### config.mk
export PLATFORM = sky130hd
export DESIGN_NAME = hub_mode_sequencer
export DESIGN_NICKNAME = d
export VERILOG_FILES = /design/src/hub_seq_pkg.sv /design/src/hub_mode_sequencer.sv /design/src/sync2.sv /design/src/ref_activity_mon.sv
export SDC_FILE = /design/constraint.sdc
export NUM_CORES = 1
export LEC_CHECK = 0
export BUFFER_PORTS_ARGS = -buffer_cell sky130_fd_sc_hd__buf_4
export CORE_UTILIZATION = 60
export CTS_CLUSTER_DIAMETER = 30
export DETAILED_ROUTE_END_ITERATION = 6
export PLACE_DENSITY_LB_ADDON = 0.3
export SLEW_MARGIN = 20
export SYNTH_ARGS = -nofsm -noshare
export SYNTH_HDL_FRONTEND = slang
export SYNTH_SLANG_ARGS = --single-unit
### constraint.sdc
create_clock -name clk -period 2.7 [get_ports clk]
set_input_delay 0.135 -clock clk [delete_from_list [all_inputs] [get_ports clk]]
set_output_delay 0.135 -clock clk [all_outputs]
set_load 0.01 [all_outputs]
### src/hub_seq_pkg.sv
// shared constants and types for the hub mode sequencer
package hub_seq_pkg;

  // ---------------------------------------------------------------------
  // clock and timing
  // ---------------------------------------------------------------------
  localparam int CLK_MHZ       = 200;          // core clock rate
  localparam int T_HUBINIT_US  = 3000;         // initialization stage, us
  localparam int INIT_CYC      = T_HUBINIT_US * CLK_MHZ;
  localparam int RING_DIV      = 8;            // clk cycles per ring tick
  localparam int T_WIN_NS      = 2000;         // activity window, ns
  localparam int WIN_TICKS     = (T_WIN_NS * CLK_MHZ) / (1000 * RING_DIV);
  localparam int T_CHGDET_US   = 1000;         // early detection length
  localparam int CHG_TICKS     = (T_CHGDET_US * CLK_MHZ) / RING_DIV;

  localparam logic [3:0] RING_LAST = 4'(RING_DIV - 1);
  localparam logic [7:0] WIN_LAST  = 8'(WIN_TICKS - 1);

  // ---------------------------------------------------------------------
  // reference frequency decode and expected edges per window
  // ---------------------------------------------------------------------
  localparam logic [15:0] FREQ_KHZ_00 = 16'h9600;  // 38400 kHz
  localparam logic [15:0] FREQ_KHZ_01 = 16'h6590;  // 26000 kHz
  localparam logic [15:0] FREQ_KHZ_10 = 16'h4b00;  // 19200 kHz
  localparam logic [15:0] FREQ_KHZ_11 = 16'h2ee0;  // 12000 kHz
  localparam logic [7:0]  EDGES_00    = 8'h4d;     // 77 per 2 us
  localparam logic [7:0]  EDGES_01    = 8'h34;     // 52
  localparam logic [7:0]  EDGES_10    = 8'h26;     // 38
  localparam logic [7:0]  EDGES_11    = 8'h18;     // 24
  localparam logic [7:0]  EDGE_TOL    = 8'h03;     // allowed deviation

  // ---------------------------------------------------------------------
  // operating modes and hub stages, one-hot
  // ---------------------------------------------------------------------
  typedef enum logic [4:0] {
    ST_STANDBY = 5'h01,
    ST_BYPASS  = 5'h02,
    ST_INIT    = 5'h04,
    ST_WAIT    = 5'h08,
    ST_CONFIG  = 5'h10
  } stage_e;

endpackage : hub_seq_pkg

### src/hub_mode_sequencer.sv
// hub mode sequencer: standby, pass-through and hub stage control
`timescale 1ns/100ps
module hub_mode_sequencer
  import hub_seq_pkg::*;
#(
  parameter logic [19:0] INIT_CYCLES = 20'(INIT_CYC),
  parameter logic [15:0] CHG_LEN     = 16'(CHG_TICKS)
) (
  input  wire logic        clk,
  input  wire logic        rstn,
  input  wire logic        mode_reset_n,
  input  wire logic        passthru_sel_n,
  input  wire logic        reference_clock_in,
  input  wire logic [1:0]  serial_addr_select,
  input  wire logic [1:0]  ref_freq_select,
  input  wire logic        pll_locked,
  input  wire logic [1:0]  chg_result_in,
  input  wire logic        rom_chgdet_en,
  input  wire logic        int_clear,
  output logic [4:0]       stage,
  output logic             passthru_on,
  output logic             idle_switch_resistance,
  output logic             reg_main_en,
  output logic             reg_core_en,
  output logic             pll_run,
  output logic             core_pwr_en,
  output logic             core_rst_n,
  output logic             ds_port_en,
  output logic             rom_load,
  output logic             serial_port_en,
  output logic [1:0]       addr_latched,
  output logic [1:0]       freq_sel_latched,
  output logic [15:0]      ref_freq_khz,
  output logic             ref_clk_ok,
  output logic             chg_run,
  output logic             chg_abort,
  output logic [1:0]       chg_result,
  output logic             int_o,
  output logic             int_oe_n
);

  // ---------------------------------------------------------------------
  // pin synchronisers
  // ---------------------------------------------------------------------
  logic [7:0] pins_a;
  logic [7:0] pins_s;
  logic       m_rst_n;
  logic       m_byp_n;
  logic       ref_s;
  logic       lock_s;
  logic [1:0] addr_s;
  logic [1:0] fsel_s;
  logic [1:0] chg_s;

  assign pins_a = {mode_reset_n, passthru_sel_n, reference_clock_in,
                   pll_locked, serial_addr_select,
                   ref_freq_select};

  sync2 #(.W(8)) u_pin_sync (
    .clk  (clk),
    .rstn (rstn),
    .d    (pins_a),
    .q    (pins_s)
  );

  sync2 #(.W(2)) u_chg_sync (
    .clk  (clk),
    .rstn (rstn),
    .d    (chg_result_in),
    .q    (chg_s)
  );

  // charger results have their own synchroniser, apart from the straps
  assign m_rst_n = pins_s[7];
  assign m_byp_n = pins_s[6];
  assign ref_s   = pins_s[5];
  assign lock_s  = pins_s[4];
  assign addr_s  = pins_s[3:2];
  assign fsel_s  = pins_s[1:0];

  // ---------------------------------------------------------------------
  // state
  // ---------------------------------------------------------------------
  typedef struct packed {
    stage_e      st;
    logic [19:0] init_cnt;
    logic [3:0]  ring_div;
    logic        ring_tick;
    logic [15:0] chg_cnt;
    logic        chg_run;
    logic        chg_tried;
    logic        chg_abort;
    logic [1:0]  chg_result;
    logic        int_pend;
    logic        rom_load;
    logic [1:0]  addr;
    logic [1:0]  fsel;
    logic [15:0] freq_khz;
    logic [7:0]  exp_edges;
    logic        passthru_on;
    logic        idle_sw;
    logic        reg_main_en;
    logic        reg_core_en;
    logic        pll_run;
    logic        core_pwr_en;
    logic        core_rst_n;
    logic        ds_port_en;
    logic        serial_en;
    logic        ref_ok;
  } seq_s;

  seq_s r;
  seq_s n;
  logic ref_ok_mon;
  logic clk_ready;
  logic hub_sel;
  logic chg_end;

  // ---------------------------------------------------------------------
  // reference activity monitor
  // ---------------------------------------------------------------------
  ref_activity_mon u_ref_mon (
    .clk       (clk),
    .rstn      (rstn),
    .ref_s     (ref_s),
    .ring_tick (r.ring_tick),
    .exp_edges (r.exp_edges),
    .ref_ok    (ref_ok_mon)
  );

  // a running reference alone is not enough: the PLL must also lock
  assign clk_ready = ref_ok_mon & lock_s;
  assign hub_sel   = m_rst_n & m_byp_n;
  assign chg_end   = r.chg_run && r.ring_tick &&
                     (r.chg_cnt == CHG_LEN - 16'h0001);

  // ---------------------------------------------------------------------
  // next-state logic
  // ---------------------------------------------------------------------
  always_comb begin
    n           = r;
    n.rom_load  = 1'b0;
    n.chg_abort = 1'b0;
    n.ref_ok    = ref_ok_mon;

    // ring oscillator stand-in: enable pulse from a divider on clk
    if (r.ring_div == RING_LAST) begin
      n.ring_div  = '0;
      n.ring_tick = 1'b1;
    end else begin
      n.ring_div  = r.ring_div + 4'h1;
      n.ring_tick = 1'b0;
    end

    // expected edge count held in standby and pass-through, taken from the select pins as they are latched in init
    case (r.st == ST_STANDBY || r.st == ST_BYPASS ? fsel_s : r.fsel)
      2'b00:   n.exp_edges = EDGES_00;
      2'b01:   n.exp_edges = EDGES_01;
      2'b10:   n.exp_edges = EDGES_10;
      default: n.exp_edges = EDGES_11;
    endcase

    // interrupt: a completion in the clearing cycle still wins
    if (int_clear) begin
      n.int_pend = 1'b0;
    end

    if (!m_rst_n) begin
      // reset pin low: drop everything except the ring divider and tick, expected edges and ref_ok
      n            = '0;
      n.st         = ST_STANDBY;
      n.ring_div   = r.ring_div;
      n.ring_tick  = r.ring_tick;
      n.exp_edges  = r.exp_edges;
      n.ref_ok     = ref_ok_mon;
    end else if (!m_byp_n) begin
      // pass-through: core powered down, settings lost
      n            = '0;
      n.st         = ST_BYPASS;
      n.ring_div   = r.ring_div;
      n.ring_tick  = r.ring_tick;
      n.exp_edges  = r.exp_edges;
      n.ref_ok     = ref_ok_mon;
    end else if (hub_sel) begin
      case (r.st)
        ST_STANDBY, ST_BYPASS: begin
          // hub selected: start initialization, latch straps, load ROM
          n.st       = ST_INIT;
          n.init_cnt = '0;
          n.rom_load = 1'b1;
          n.addr     = addr_s;
          n.fsel     = fsel_s;
        end
        ST_INIT: begin
          // fixed interval, then skip the wait if the clock is ready
          if (r.init_cnt == INIT_CYCLES - 20'h00001) begin
            n.st = clk_ready ? ST_CONFIG : ST_WAIT;
          end else begin
            n.init_cnt = r.init_cnt + 20'h00001;
          end
        end
        ST_WAIT: begin
          if (clk_ready) begin
            n.st = ST_CONFIG;
          end
          if (r.chg_run) begin
            if (lock_s) begin
              // lock during detection: abandon, keep no result
              n.chg_run   = 1'b0;
              n.chg_abort = 1'b1;
            end else if (chg_end) begin
              n.chg_run    = 1'b0;
              n.chg_result = chg_s;
              n.int_pend   = 1'b1;
            end else if (r.ring_tick) begin
              n.chg_cnt = r.chg_cnt + 16'h0001;
            end
          end else if (!ref_ok_mon && rom_chgdet_en && !r.chg_tried) begin
            // runs once per hub entry, timed by the ring ticks
            n.chg_run   = 1'b1;
            n.chg_tried = 1'b1;
            n.chg_cnt   = '0;
          end
        end
        ST_CONFIG: begin
          // later stages are handled elsewhere
          n.st = ST_CONFIG;
        end
        default: begin
          n.st = ST_STANDBY;
        end
      endcase
    end

    // a detection left running is stopped when the wait stage ends
    if (n.st != ST_WAIT && r.chg_run && n.chg_run) begin
      n.chg_run   = 1'b0;
      n.chg_abort = 1'b1;
    end

    // frequency decode of the latched select
    case (n.fsel)
      2'b00:   n.freq_khz = FREQ_KHZ_00;
      2'b01:   n.freq_khz = FREQ_KHZ_01;
      2'b10:   n.freq_khz = FREQ_KHZ_10;
      default: n.freq_khz = FREQ_KHZ_11;
    endcase

    // registered power, switch and port controls from the next stage
    n.passthru_on = (n.st == ST_BYPASS);
    n.idle_sw     = (n.st == ST_STANDBY);
    n.reg_main_en = (n.st != ST_STANDBY);
    n.reg_core_en = (n.st == ST_INIT) || (n.st == ST_WAIT) ||
                    (n.st == ST_CONFIG);
    n.pll_run     = n.reg_core_en;
    n.core_pwr_en = n.reg_core_en;
    // core held in reset during its first init cycle
    n.core_rst_n  = n.reg_core_en && !n.rom_load;
    n.ds_port_en  = (n.st == ST_CONFIG);
    n.serial_en   = (n.st == ST_CONFIG);
  end

  // ---------------------------------------------------------------------
  // state register
  // ---------------------------------------------------------------------
  always_ff @(posedge clk or negedge rstn) begin
    if (!rstn) begin
      r         <= '0;
      r.st      <= ST_STANDBY;
      r.idle_sw <= 1'b1;
    end else begin
      r <= n;
    end
  end

  // ---------------------------------------------------------------------
  // outputs, all straight from the state register
  // ---------------------------------------------------------------------
  assign stage                  = r.st;
  assign passthru_on            = r.passthru_on;
  assign idle_switch_resistance = r.idle_sw;
  assign reg_main_en            = r.reg_main_en;
  assign reg_core_en            = r.reg_core_en;
  assign pll_run                = r.pll_run;
  assign core_pwr_en            = r.core_pwr_en;
  assign core_rst_n             = r.core_rst_n;
  assign ds_port_en             = r.ds_port_en;
  assign rom_load               = r.rom_load;
  assign serial_port_en         = r.serial_en;
  assign addr_latched           = r.addr;
  assign freq_sel_latched       = r.fsel;
  assign ref_freq_khz           = r.freq_khz;
  assign ref_clk_ok             = r.ref_ok;
  assign chg_run                = r.chg_run;
  assign chg_abort              = r.chg_abort;
  assign chg_result             = r.chg_result;
  // open drain: enable low pulls the line low while pending
  assign int_o                  = r.int_pend & 1'b0;
  assign int_oe_n               = ~r.int_pend;

endmodule : hub_mode_sequencer

### src/sync2.sv
// two flip-flop synchroniser for asynchronous inputs
`timescale 1ns/100ps
module sync2
  import hub_seq_pkg::*;
#(
  parameter int W = 1
) (
  input  wire logic         clk,
  input  wire logic         rstn,
  input  wire logic [W-1:0] d,
  output logic      [W-1:0] q
);

  typedef struct packed {
    logic [W-1:0] s1;
    logic [W-1:0] s2;
  } sync_s;

  sync_s r;
  sync_s nxt;

  // first stage only feeds the second stage
  always_comb begin
    nxt    = r;
    nxt.s1 = d;
    nxt.s2 = r.s1;
  end

  always_ff @(posedge clk or negedge rstn) begin
    if (!rstn) begin
      r <= '0;
    end else begin
      r <= nxt;
    end
  end

  assign q = r.s2;

endmodule : sync2

### src/ref_activity_mon.sv
// reference clock activity check: rising edges counted per ring window
`timescale 1ns/100ps
module ref_activity_mon
  import hub_seq_pkg::*;
(
  input  wire logic       clk,
  input  wire logic       rstn,
  input  wire logic       ref_s,      // synchronised reference level
  input  wire logic       ring_tick,  // ring oscillator enable pulse
  input  wire logic [7:0] exp_edges,  // expected edges per window
  output logic            ref_ok
);

  typedef struct packed {
    logic       prev;
    logic [7:0] edges;
    logic [7:0] ticks;
    logic       ok;
  } mon_s;

  mon_s r;
  mon_s nxt;
  logic rise;
  logic in_range;

  // only the positive edge of the reference is of interest
  assign rise     = ref_s & ~r.prev;
  assign in_range = (r.edges + EDGE_TOL >= exp_edges) &&
                    (r.edges <= exp_edges + EDGE_TOL);

  // window timed by the ring oscillator, so a dead reference reads zero
  always_comb begin
    nxt      = r;
    nxt.prev = ref_s;
    if (rise && r.edges != 8'hff) begin
      nxt.edges = r.edges + 8'h01;
    end
    if (ring_tick) begin
      if (r.ticks == WIN_LAST) begin
        nxt.ticks = '0;
        nxt.ok    = in_range;
        nxt.edges = {7'h00, rise};
      end else begin
        nxt.ticks = r.ticks + 8'h01;
      end
    end
  end

  always_ff @(posedge clk or negedge rstn) begin
    if (!rstn) begin
      r <= '0;
    end else begin
      r <= nxt;
    end
  end

  assign ref_ok = r.ok;

endmodule : ref_activity_mon

==> results.yml, run 1 <==
floorplanning:
  die_w_um: 103.3
  die_height_um: 103.3
  coreArea_um2: 9864
  row_count: 36
  io_pins: 56
  dieArea_um2: 10660
  initial_core_util: 0.6235
sta:
  fin_skew_ns: 0.008735
  fin_crit_ns: 2.447
  finalHoldViolCount: 0
  post-route-period-util: 0.9063
  max_slew_margin: 0.5779
  tns_ns: 0
  max_freq_ghz: 0.4087
  tightest_slew_ns: 0.6331
  slew_violations: 0
  layout_setup_ws_ns: 0.2531
  rsz0062_at_grt: "no"
  timing.hold.ws_ns: 0.1884
  final-setup-viol-count: 0
detailed_routing:
  routed.top_layer: "met4"
  dr_total_vias: 4673
  vias_per_cell: 5.893
  drt_pass1_iterations: 4
  met2_length_mm: 6.671
  drt_iter0_drc: 223
  wl_mm: 13.30
  drt-wirelength-per-cell_um: 16.78
  drc: 0
  m1WireLength_mm: 5.670
  final_antenna_net_count: 0
  wl_met3_um: 754
clock_tree:
  htreeDepth: 4
  clock_latency_ns: 0.51
  clkTransAtPathRegs_ns: 0.05
  cts_tree: "built"
  clockRootBuffer: "clkbuf_8"
  cts_sinks: 115
  cts.path.max_buffers: 2
  cts_buffers: 17
  cts_setup_buffers: 0
pwr:
  peakVddDrop_v: 0.0005250
  combPwrFrac: 0.186
  p_leak_nw: 3.304
  internal_power_w: 0.003512
  swShare: 0.2854
  p_seq_frac: 0.422
  p_switching_w: 0.001403
  clkPwrFrac: 0.392
  p_per_area_nw_per_um2: 694.4
place:
  dp.cells: 751
  hpwl_mm: 9.201
  port-buffer-count: 50
  dp_slack_ns: 0.2505
  place_congestion: 0.9152
final_layout:
  n_antenna_cell: 0
  seq_area_um2: 2880
  layout-drive-gt1-share: 0.1727
  multi_input_area_um2: 2816
  fin_nets: 694
  fin_util: 0.7175
  fillCellCount: 695
  areaGrowthSynthToFinish_pct: 15.07
  instances_no_fill: 793
hold_path:
  min_path_type: "in -> async"
setup_path:
  reg2reg_setup_slack_ns: 0.25
  crit_required_ns: 3.13
  start_kind: "flop"
  arrival_ns: 2.88
  worstSetupPathType: "reg -> reg"
  cp-end-kind: "flop"
  path_max_fanout: 10
  crit_chain: "nor4_4, nand4_2, a211oi_4, buf_4, nand2_1, mux2i_1"
  slowest_stage: "nor4_4"
  worst_path_largest_cell_delay_ns: 0.54
synth:
  syn_inst: 603
  avgSynthCellArea_um2: 10.20
  ys_async_sr_fraction: 1.000
  ys_seq_area_frac: 0.4683
  synth_flop_cell: "dfrtp_1"
  synth-edff-count: 0
  synthesis.area_um2: 6151
  synth.distinct_cells: 78
  synth_warnings: 0
  ys_ff_latch: 115
global_route:
  grt_usage: 0.2747
  antenna_found_initial: 0
  grt_pass1_vias: 4494
  grt_start_max_net_pins: 68
  grt-ovfl-total: 0
  grt_pass1_wl_mm: 21.75
status:
  outcome: "complete, no violations"
run:
  maxCapViolations: 0
-- cells in the mapped netlist (2+ instances only) --
| cell | number | area (um^2) |
|---|---|---|
| inv_1 | 27 | 101.4 |
| nor2_2 | 2 | 12.51 |
| o21ai_0 | 21 | 105.1 |
| mux2_2 | 2 | 22.52 |
| nor2_1 | 51 | 191.4 |
| a2bb2oi_1 | 2 | 17.52 |
| or3b_1 | 3 | 26.28 |
| nor2b_1 | 3 | 18.77 |
| buf_4 | 32 | 240.2 |
| nor4b_1 | 4 | 35.03 |
| or2_1 | 2 | 12.51 |
| a221o_1 | 2 | 20.02 |
| nand4_1 | 19 | 118.9 |
| and3_1 | 10 | 62.56 |
| a21o_1 | 6 | 45.04 |
| nand3b_1 | 3 | 22.52 |
| dfrtp_1 | 113 | 2828 |
| a22oi_1 | 2 | 15.01 |
| clkbuf_1 | 8 | 30.03 |
| or3_1 | 4 | 25.02 |
| a21oi_1 | 21 | 105.1 |
| ha_1 | 31 | 387.9 |
| dfstp_2 | 2 | 52.55 |
| and2_1 | 3 | 18.77 |
| nor4_2 | 2 | 25.02 |
| nor3_2 | 2 | 20.02 |
| nand3_1 | 21 | 105.1 |
| buf_2 | 5 | 25.02 |
| or4b_1 | 2 | 20.02 |
| nand2b_1 | 2 | 12.51 |
| o22ai_1 | 6 | 37.54 |
| xnor2_1 | 19 | 166.4 |
| a2111oi_0 | 2 | 17.52 |
| buf_6 | 4 | 45.04 |
| xor2_1 | 12 | 105.1 |
| o31ai_1 | 2 | 15.01 |
| or4_1 | 13 | 97.59 |
| a31oi_1 | 2 | 12.51 |
| a22o_1 | 15 | 131.4 |
| nor3_1 | 13 | 65.06 |
| o211ai_1 | 7 | 52.55 |
| mux2i_1 | 8 | 80.08 |
| nand2_1 | 55 | 206.5 |
| and4_1 | 4 | 35.03 |
-- metal layers --
metal / vias to the layer above / GRT usage
li1: 2213 / -
met4: 0 / 0.09642
met2: 158 / 0.4492
met5: - / 0
met3: 23 / 0.08199
met1: 2279 / 0.3495
-- state kept, by name (all words and copies together), names as in the netlist, 2 cells and up --
name,flops
addr_latched,2
chg_result,2
freq_sel_latched,2
r,49
ref_freq_khz,7
stage,5
u_chg_sync.nxt,2
u_chg_sync.q,2
u_pin_sync.nxt,8
u_pin_sync.q,8
u_ref_mon.r,17
-- stage by stage --
step,cell area (um^2),total power [W]
after floorplan,6166,0.002733
after detailed placement,6446,0.002983
final,7078,0.004915
after CTS,7073,0.004944
after global routing,7078,0.005209
after global placement,6446,0.002932
-- power groups by stage --
stage | Sequential (W) | Combinational, W | Clock, W
after detailed placement | 0.00210 | 0.000887 | 0
final | 0.00208 | 0.000915 | 0.00192
after floorplan | 0.00202 | 0.000716 | 0
after global routing | 0.00210 | 0.00105 | 0.00206
after CTS | 0.00207 | 0.000909 | 0.00196
after global placement | 0.00209 | 0.000845 | 0
-- final timing paths --
| check | start | endpoint | cells after the start |
|---|---|---|---|
| worst max-delay path | stage[1] | r[60] | 6 |
| max in group asynchronous | rstn | r[53] | 3 |
| worst min register to register | u_pin_sync.nxt[6] | u_pin_sync.q[6] | 0 |
| worst min-delay path | rstn | u_pin_sync.q[0] | 2 |
| min in group clk | serial_addr_select[1] | u_pin_sync.nxt[3] | 2 |
| worst max register to register | stage[1] | r[60] | 6 |
-- critical path, delay by kind of cell (launching register included) --
family                 cells  cell delay (ns)
buffers and inverters      1             0.23
DFF                        1             0.48
and+or+nand+nor            3             0.99
AOI/OAI and AO/OA          1             0.53
muxes                      1             0.13
-- logic make-up after synthesis --
group | after synthesis | share of synthesized area
buffers and inverters | 80 | 0.07709
xor gates and xnor gates | 31 | 0.04414
DFF | 115 | 0.4683
and+or+nand+nor | 231 | 0.2093
muxes | 11 | 0.01912
other | 1 | 0.0006097
adders and majority gates | 31 | 0.06306
AOI/OAI and AO/OA | 103 | 0.1184
-- layout by cell type (no fill, tap or decap), types with 6 or more instances in the layout --
cell	netlist	final
ha_1	31	31
o21ai_0	21	21
xor2_1	12	12
and3_1	10	10
or4_1	13	13
inv_1	27	27
a22o_1	15	15
clkinv_2	1	7
dfrtp_1	113	113
clkbuf_16	0	16
nor2_1	51	51
mux2i_1	8	8
a21oi_1	21	21
nand4_1	19	19
buf_4	32	61
o211ai_1	7	7
nand3_1	21	21
dlygate4sd3_1	0	12
xnor2_1	19	19
nor3_1	13	12
o22ai_1	6	6
nand2_1	55	55
a21o_1	6	6
-- cell type report --
| class | count | share of cell area |
|---|---|---|
| Tap cell | 133 | 0.02351 |
| Timing Repair Buffer | 74 | 0.08450 |
| Inverter | 29 | 0.01556 |
| Clock inverter | 7 | 0.008485 |
| Multi-Input combinational cell | 412 | 0.3979 |
| Sequential cell | 115 | 0.4069 |
| Clock buffer | 23 | 0.06311 |
-- what timing repair did --
item                                    CTS  global route
hold endpoints to repair                 57             0
hold buffers                             12             0
gates resized for setup                   0             1
endpoints found under the setup margin    0             1
Note: power is estimated with default switching activity, not from simulation.
==> run 2, diff against run 1 <==
--- a/config.mk
+++ b/config.mk
@@ -6,7 +6,8 @@
 export NUM_CORES = 1
 export LEC_CHECK = 0
 export BUFFER_PORTS_ARGS = -buffer_cell sky130_fd_sc_hd__buf_4
-export CORE_UTILIZATION = 60
+export CORE_UTILIZATION = 62
+export CTS_BUF_LIST = sky130_fd_sc_hd__clkbuf_2
 export CTS_CLUSTER_DIAMETER = 30
 export DETAILED_ROUTE_END_ITERATION = 6
 export PLACE_DENSITY_LB_ADDON = 0.3
==> run 2 against run 1 <==
Compared with the run above: combinational power rose by 2%; largest power group unchanged; critical path type unchanged; setup slack got worse by 0.060 ns; total power fell by 16%.
==> results.yml, run 2 (synthesized netlist as in run 1, its figures left out) <==
status:
  outcome: "complete, no violations"
final_layout:
  largest_reg_flops: 49
  top_regs: "r (49), u_ref_mon.r (17)"
  fillCellCount: 693
  fin_util: 0.7225
  areaGrowthSynthToFinish_pct: 10.60
  layout-drive-gt1-share: 0.1742
  largest_register: "r"
  n_antenna_cell: 0
  final_common_cell: "dfrtp_1"
  fin_nets: 693
  final_cell_mix: "dfrtp_1 (112), buf_4 (58), nand2_1 (55)"
global_route:
  grt-ovfl-total: 0
  grt_start_max_net_pins: 90
  grt_usage: 0.2792
  grt_pass1_vias: 4586
  antenna_found_initial: 0
  grt_pass1_wl_mm: 21.84
clock_tree:
  clockRootBuffer: "clkbuf_2"
  cts.path.max_buffers: 2
  cts_setup_buffers: 0
  cts_buffers: 17
  cts_sinks: 115
  clock_latency_ns: 0.67
  clkTransAtPathRegs_ns: 0.14
  cts_tree: "built"
  htreeDepth: 4
setup_path:
  arrival_ns: 3.04
  path_max_fanout: 9
  r2r_cells: 9
  worstSetupPathType: "reg -> reg"
  r2r-start: "u_ref_mon.r[9]"
  r2r_end: "u_ref_mon.ref_ok"
  crit_required_ns: 3.23
  reg2reg_setup_slack_ns: 0.19
  start_kind: "flop"
  cp-end-kind: "flop"
sta:
  slew_violations: 0
  final-setup-viol-count: 0
  finalHoldViolCount: 0
  max_slew_margin: 0.5563
  post-route-period-util: 0.9286
  tns_ns: 0
  fin_skew_ns: 0.03742
  tightest_slew_ns: 0.6487
  fin_crit_ns: 2.507
  max_freq_ghz: 0.3989
  rsz0062_at_grt: "no"
place:
  place_congestion: 0.8845
  port-buffer-count: 50
  hpwl_mm: 9.158
floorplanning:
  die_w_um: 101.6
  initial_core_util: 0.6533
  row_count: 35
  coreArea_um2: 9415
  die_height_um: 101.6
  dieArea_um2: 10320
  io_pins: 56
pwr:
  p_leak_nw: 3.191
  p_seq_frac: 0.502
  peakVddDrop_v: 0.0003886
  swShare: 0.3252
  internal_power_w: 0.002790
  totalPowerFinal_w: 0.004134
  p_switching_w: 0.001344
  p_per_area_nw_per_um2: 607.6
  clkPwrFrac: 0.273
  combPwrFrac: 0.225
detailed_routing:
  drt_iter0_drc: 368
  dr_total_vias: 4651
  final_antenna_net_count: 0
  vias_per_cell: 5.895
  wl_mm: 13.15
  drc: 0
  drt-wirelength-per-cell_um: 16.66
  drt_pass1_iterations: 5
hold_path:
  holdPathStages: 5
  min-delay-start: "rom_chgdet_en"
  min_path_type: "in -> reg"
  holdPathEnd: "r[43]"
run:
  maxCapViolations: 0
run 2: cell type report:
cell class / count / area (um^2) / area share
inverter: 29 / 110.1 / 0.01619
multi-input combinational: 412 / 2811 / 0.4133
sequential: 115 / 2882 / 0.4236
tap: 129 / 161.4 / 0.02373
clock buffer: 18 / 90.09 / 0.01324
timing repair buffer: 73 / 605.6 / 0.08902
clock inverter: 13 / 142.6 / 0.02097
run 2: routing by layer:
metal	part of all wire	global-route usage	wire, um	vias up
met5	0	0	0	-
met4	0.017	0.09142	218	0
met3	0.064	0.07108	836	24
met2	0.50	0.4621	6559	150
met1	0.42	0.3599	5531	2268
li1	-	-	-	2209
run 2: power by group through the flow:
stage	Clock, W	Combinational, W	Sequential, W
CTS	0.00114	0.000918	0.00207
global placement	0	0.000847	0.00208
detailed placement	0	0.000894	0.00210
finish	0.00113	0.000930	0.00207
floorplan	0	0.000716	0.00202
global route	0.00123	0.00107	0.00209
run 2: stage by stage:
stage               worst slack [ns]  area [um^2]  cells  hold slack, ns
floorplan                     0.4490         6166    607         -0.1606
global placement              0.3019         6419    744         0.06897
detailed placement            0.2720         6419    744         0.07091
CTS                           0.2242         6802    789         0.05939
global route                 0.01663         6803    789         0.04956
finish                        0.1928         6803    789         0.09360
run 2: worst max-delay path, stage by stage, from the launching register on:
cell and delay (ns):
dfrtp_1 0.54, inv_1 0.14, ha_1 0.26, xnor2_1 0.14, ha_1 0.31, a21o_1 0.18, a31oi_1 0.15, o21ai_0 0.13
a221o_1 0.33, a22o_1 0.21
run 2: worst max path at each step:
stage,from,endpoint,slack (ns)
after floorplan,r[10],u_ref_mon.ref_ok,0.45
after global placement,r[10],u_ref_mon.ref_ok,0.30
after detailed placement,r[10],u_ref_mon.ref_ok,0.27
after CTS,r[10],u_ref_mon.ref_ok,0.22
after global routing,r[12],u_ref_mon.ref_ok,0.02
final,u_ref_mon.r[9],u_ref_mon.ref_ok,0.19
run 2: what timing repair did:
action,in CTS,in global routing
endpoints found under the setup margin,0,1
hold buffers,14,0
resized for setup,0,1
hold endpoints to repair,124,0
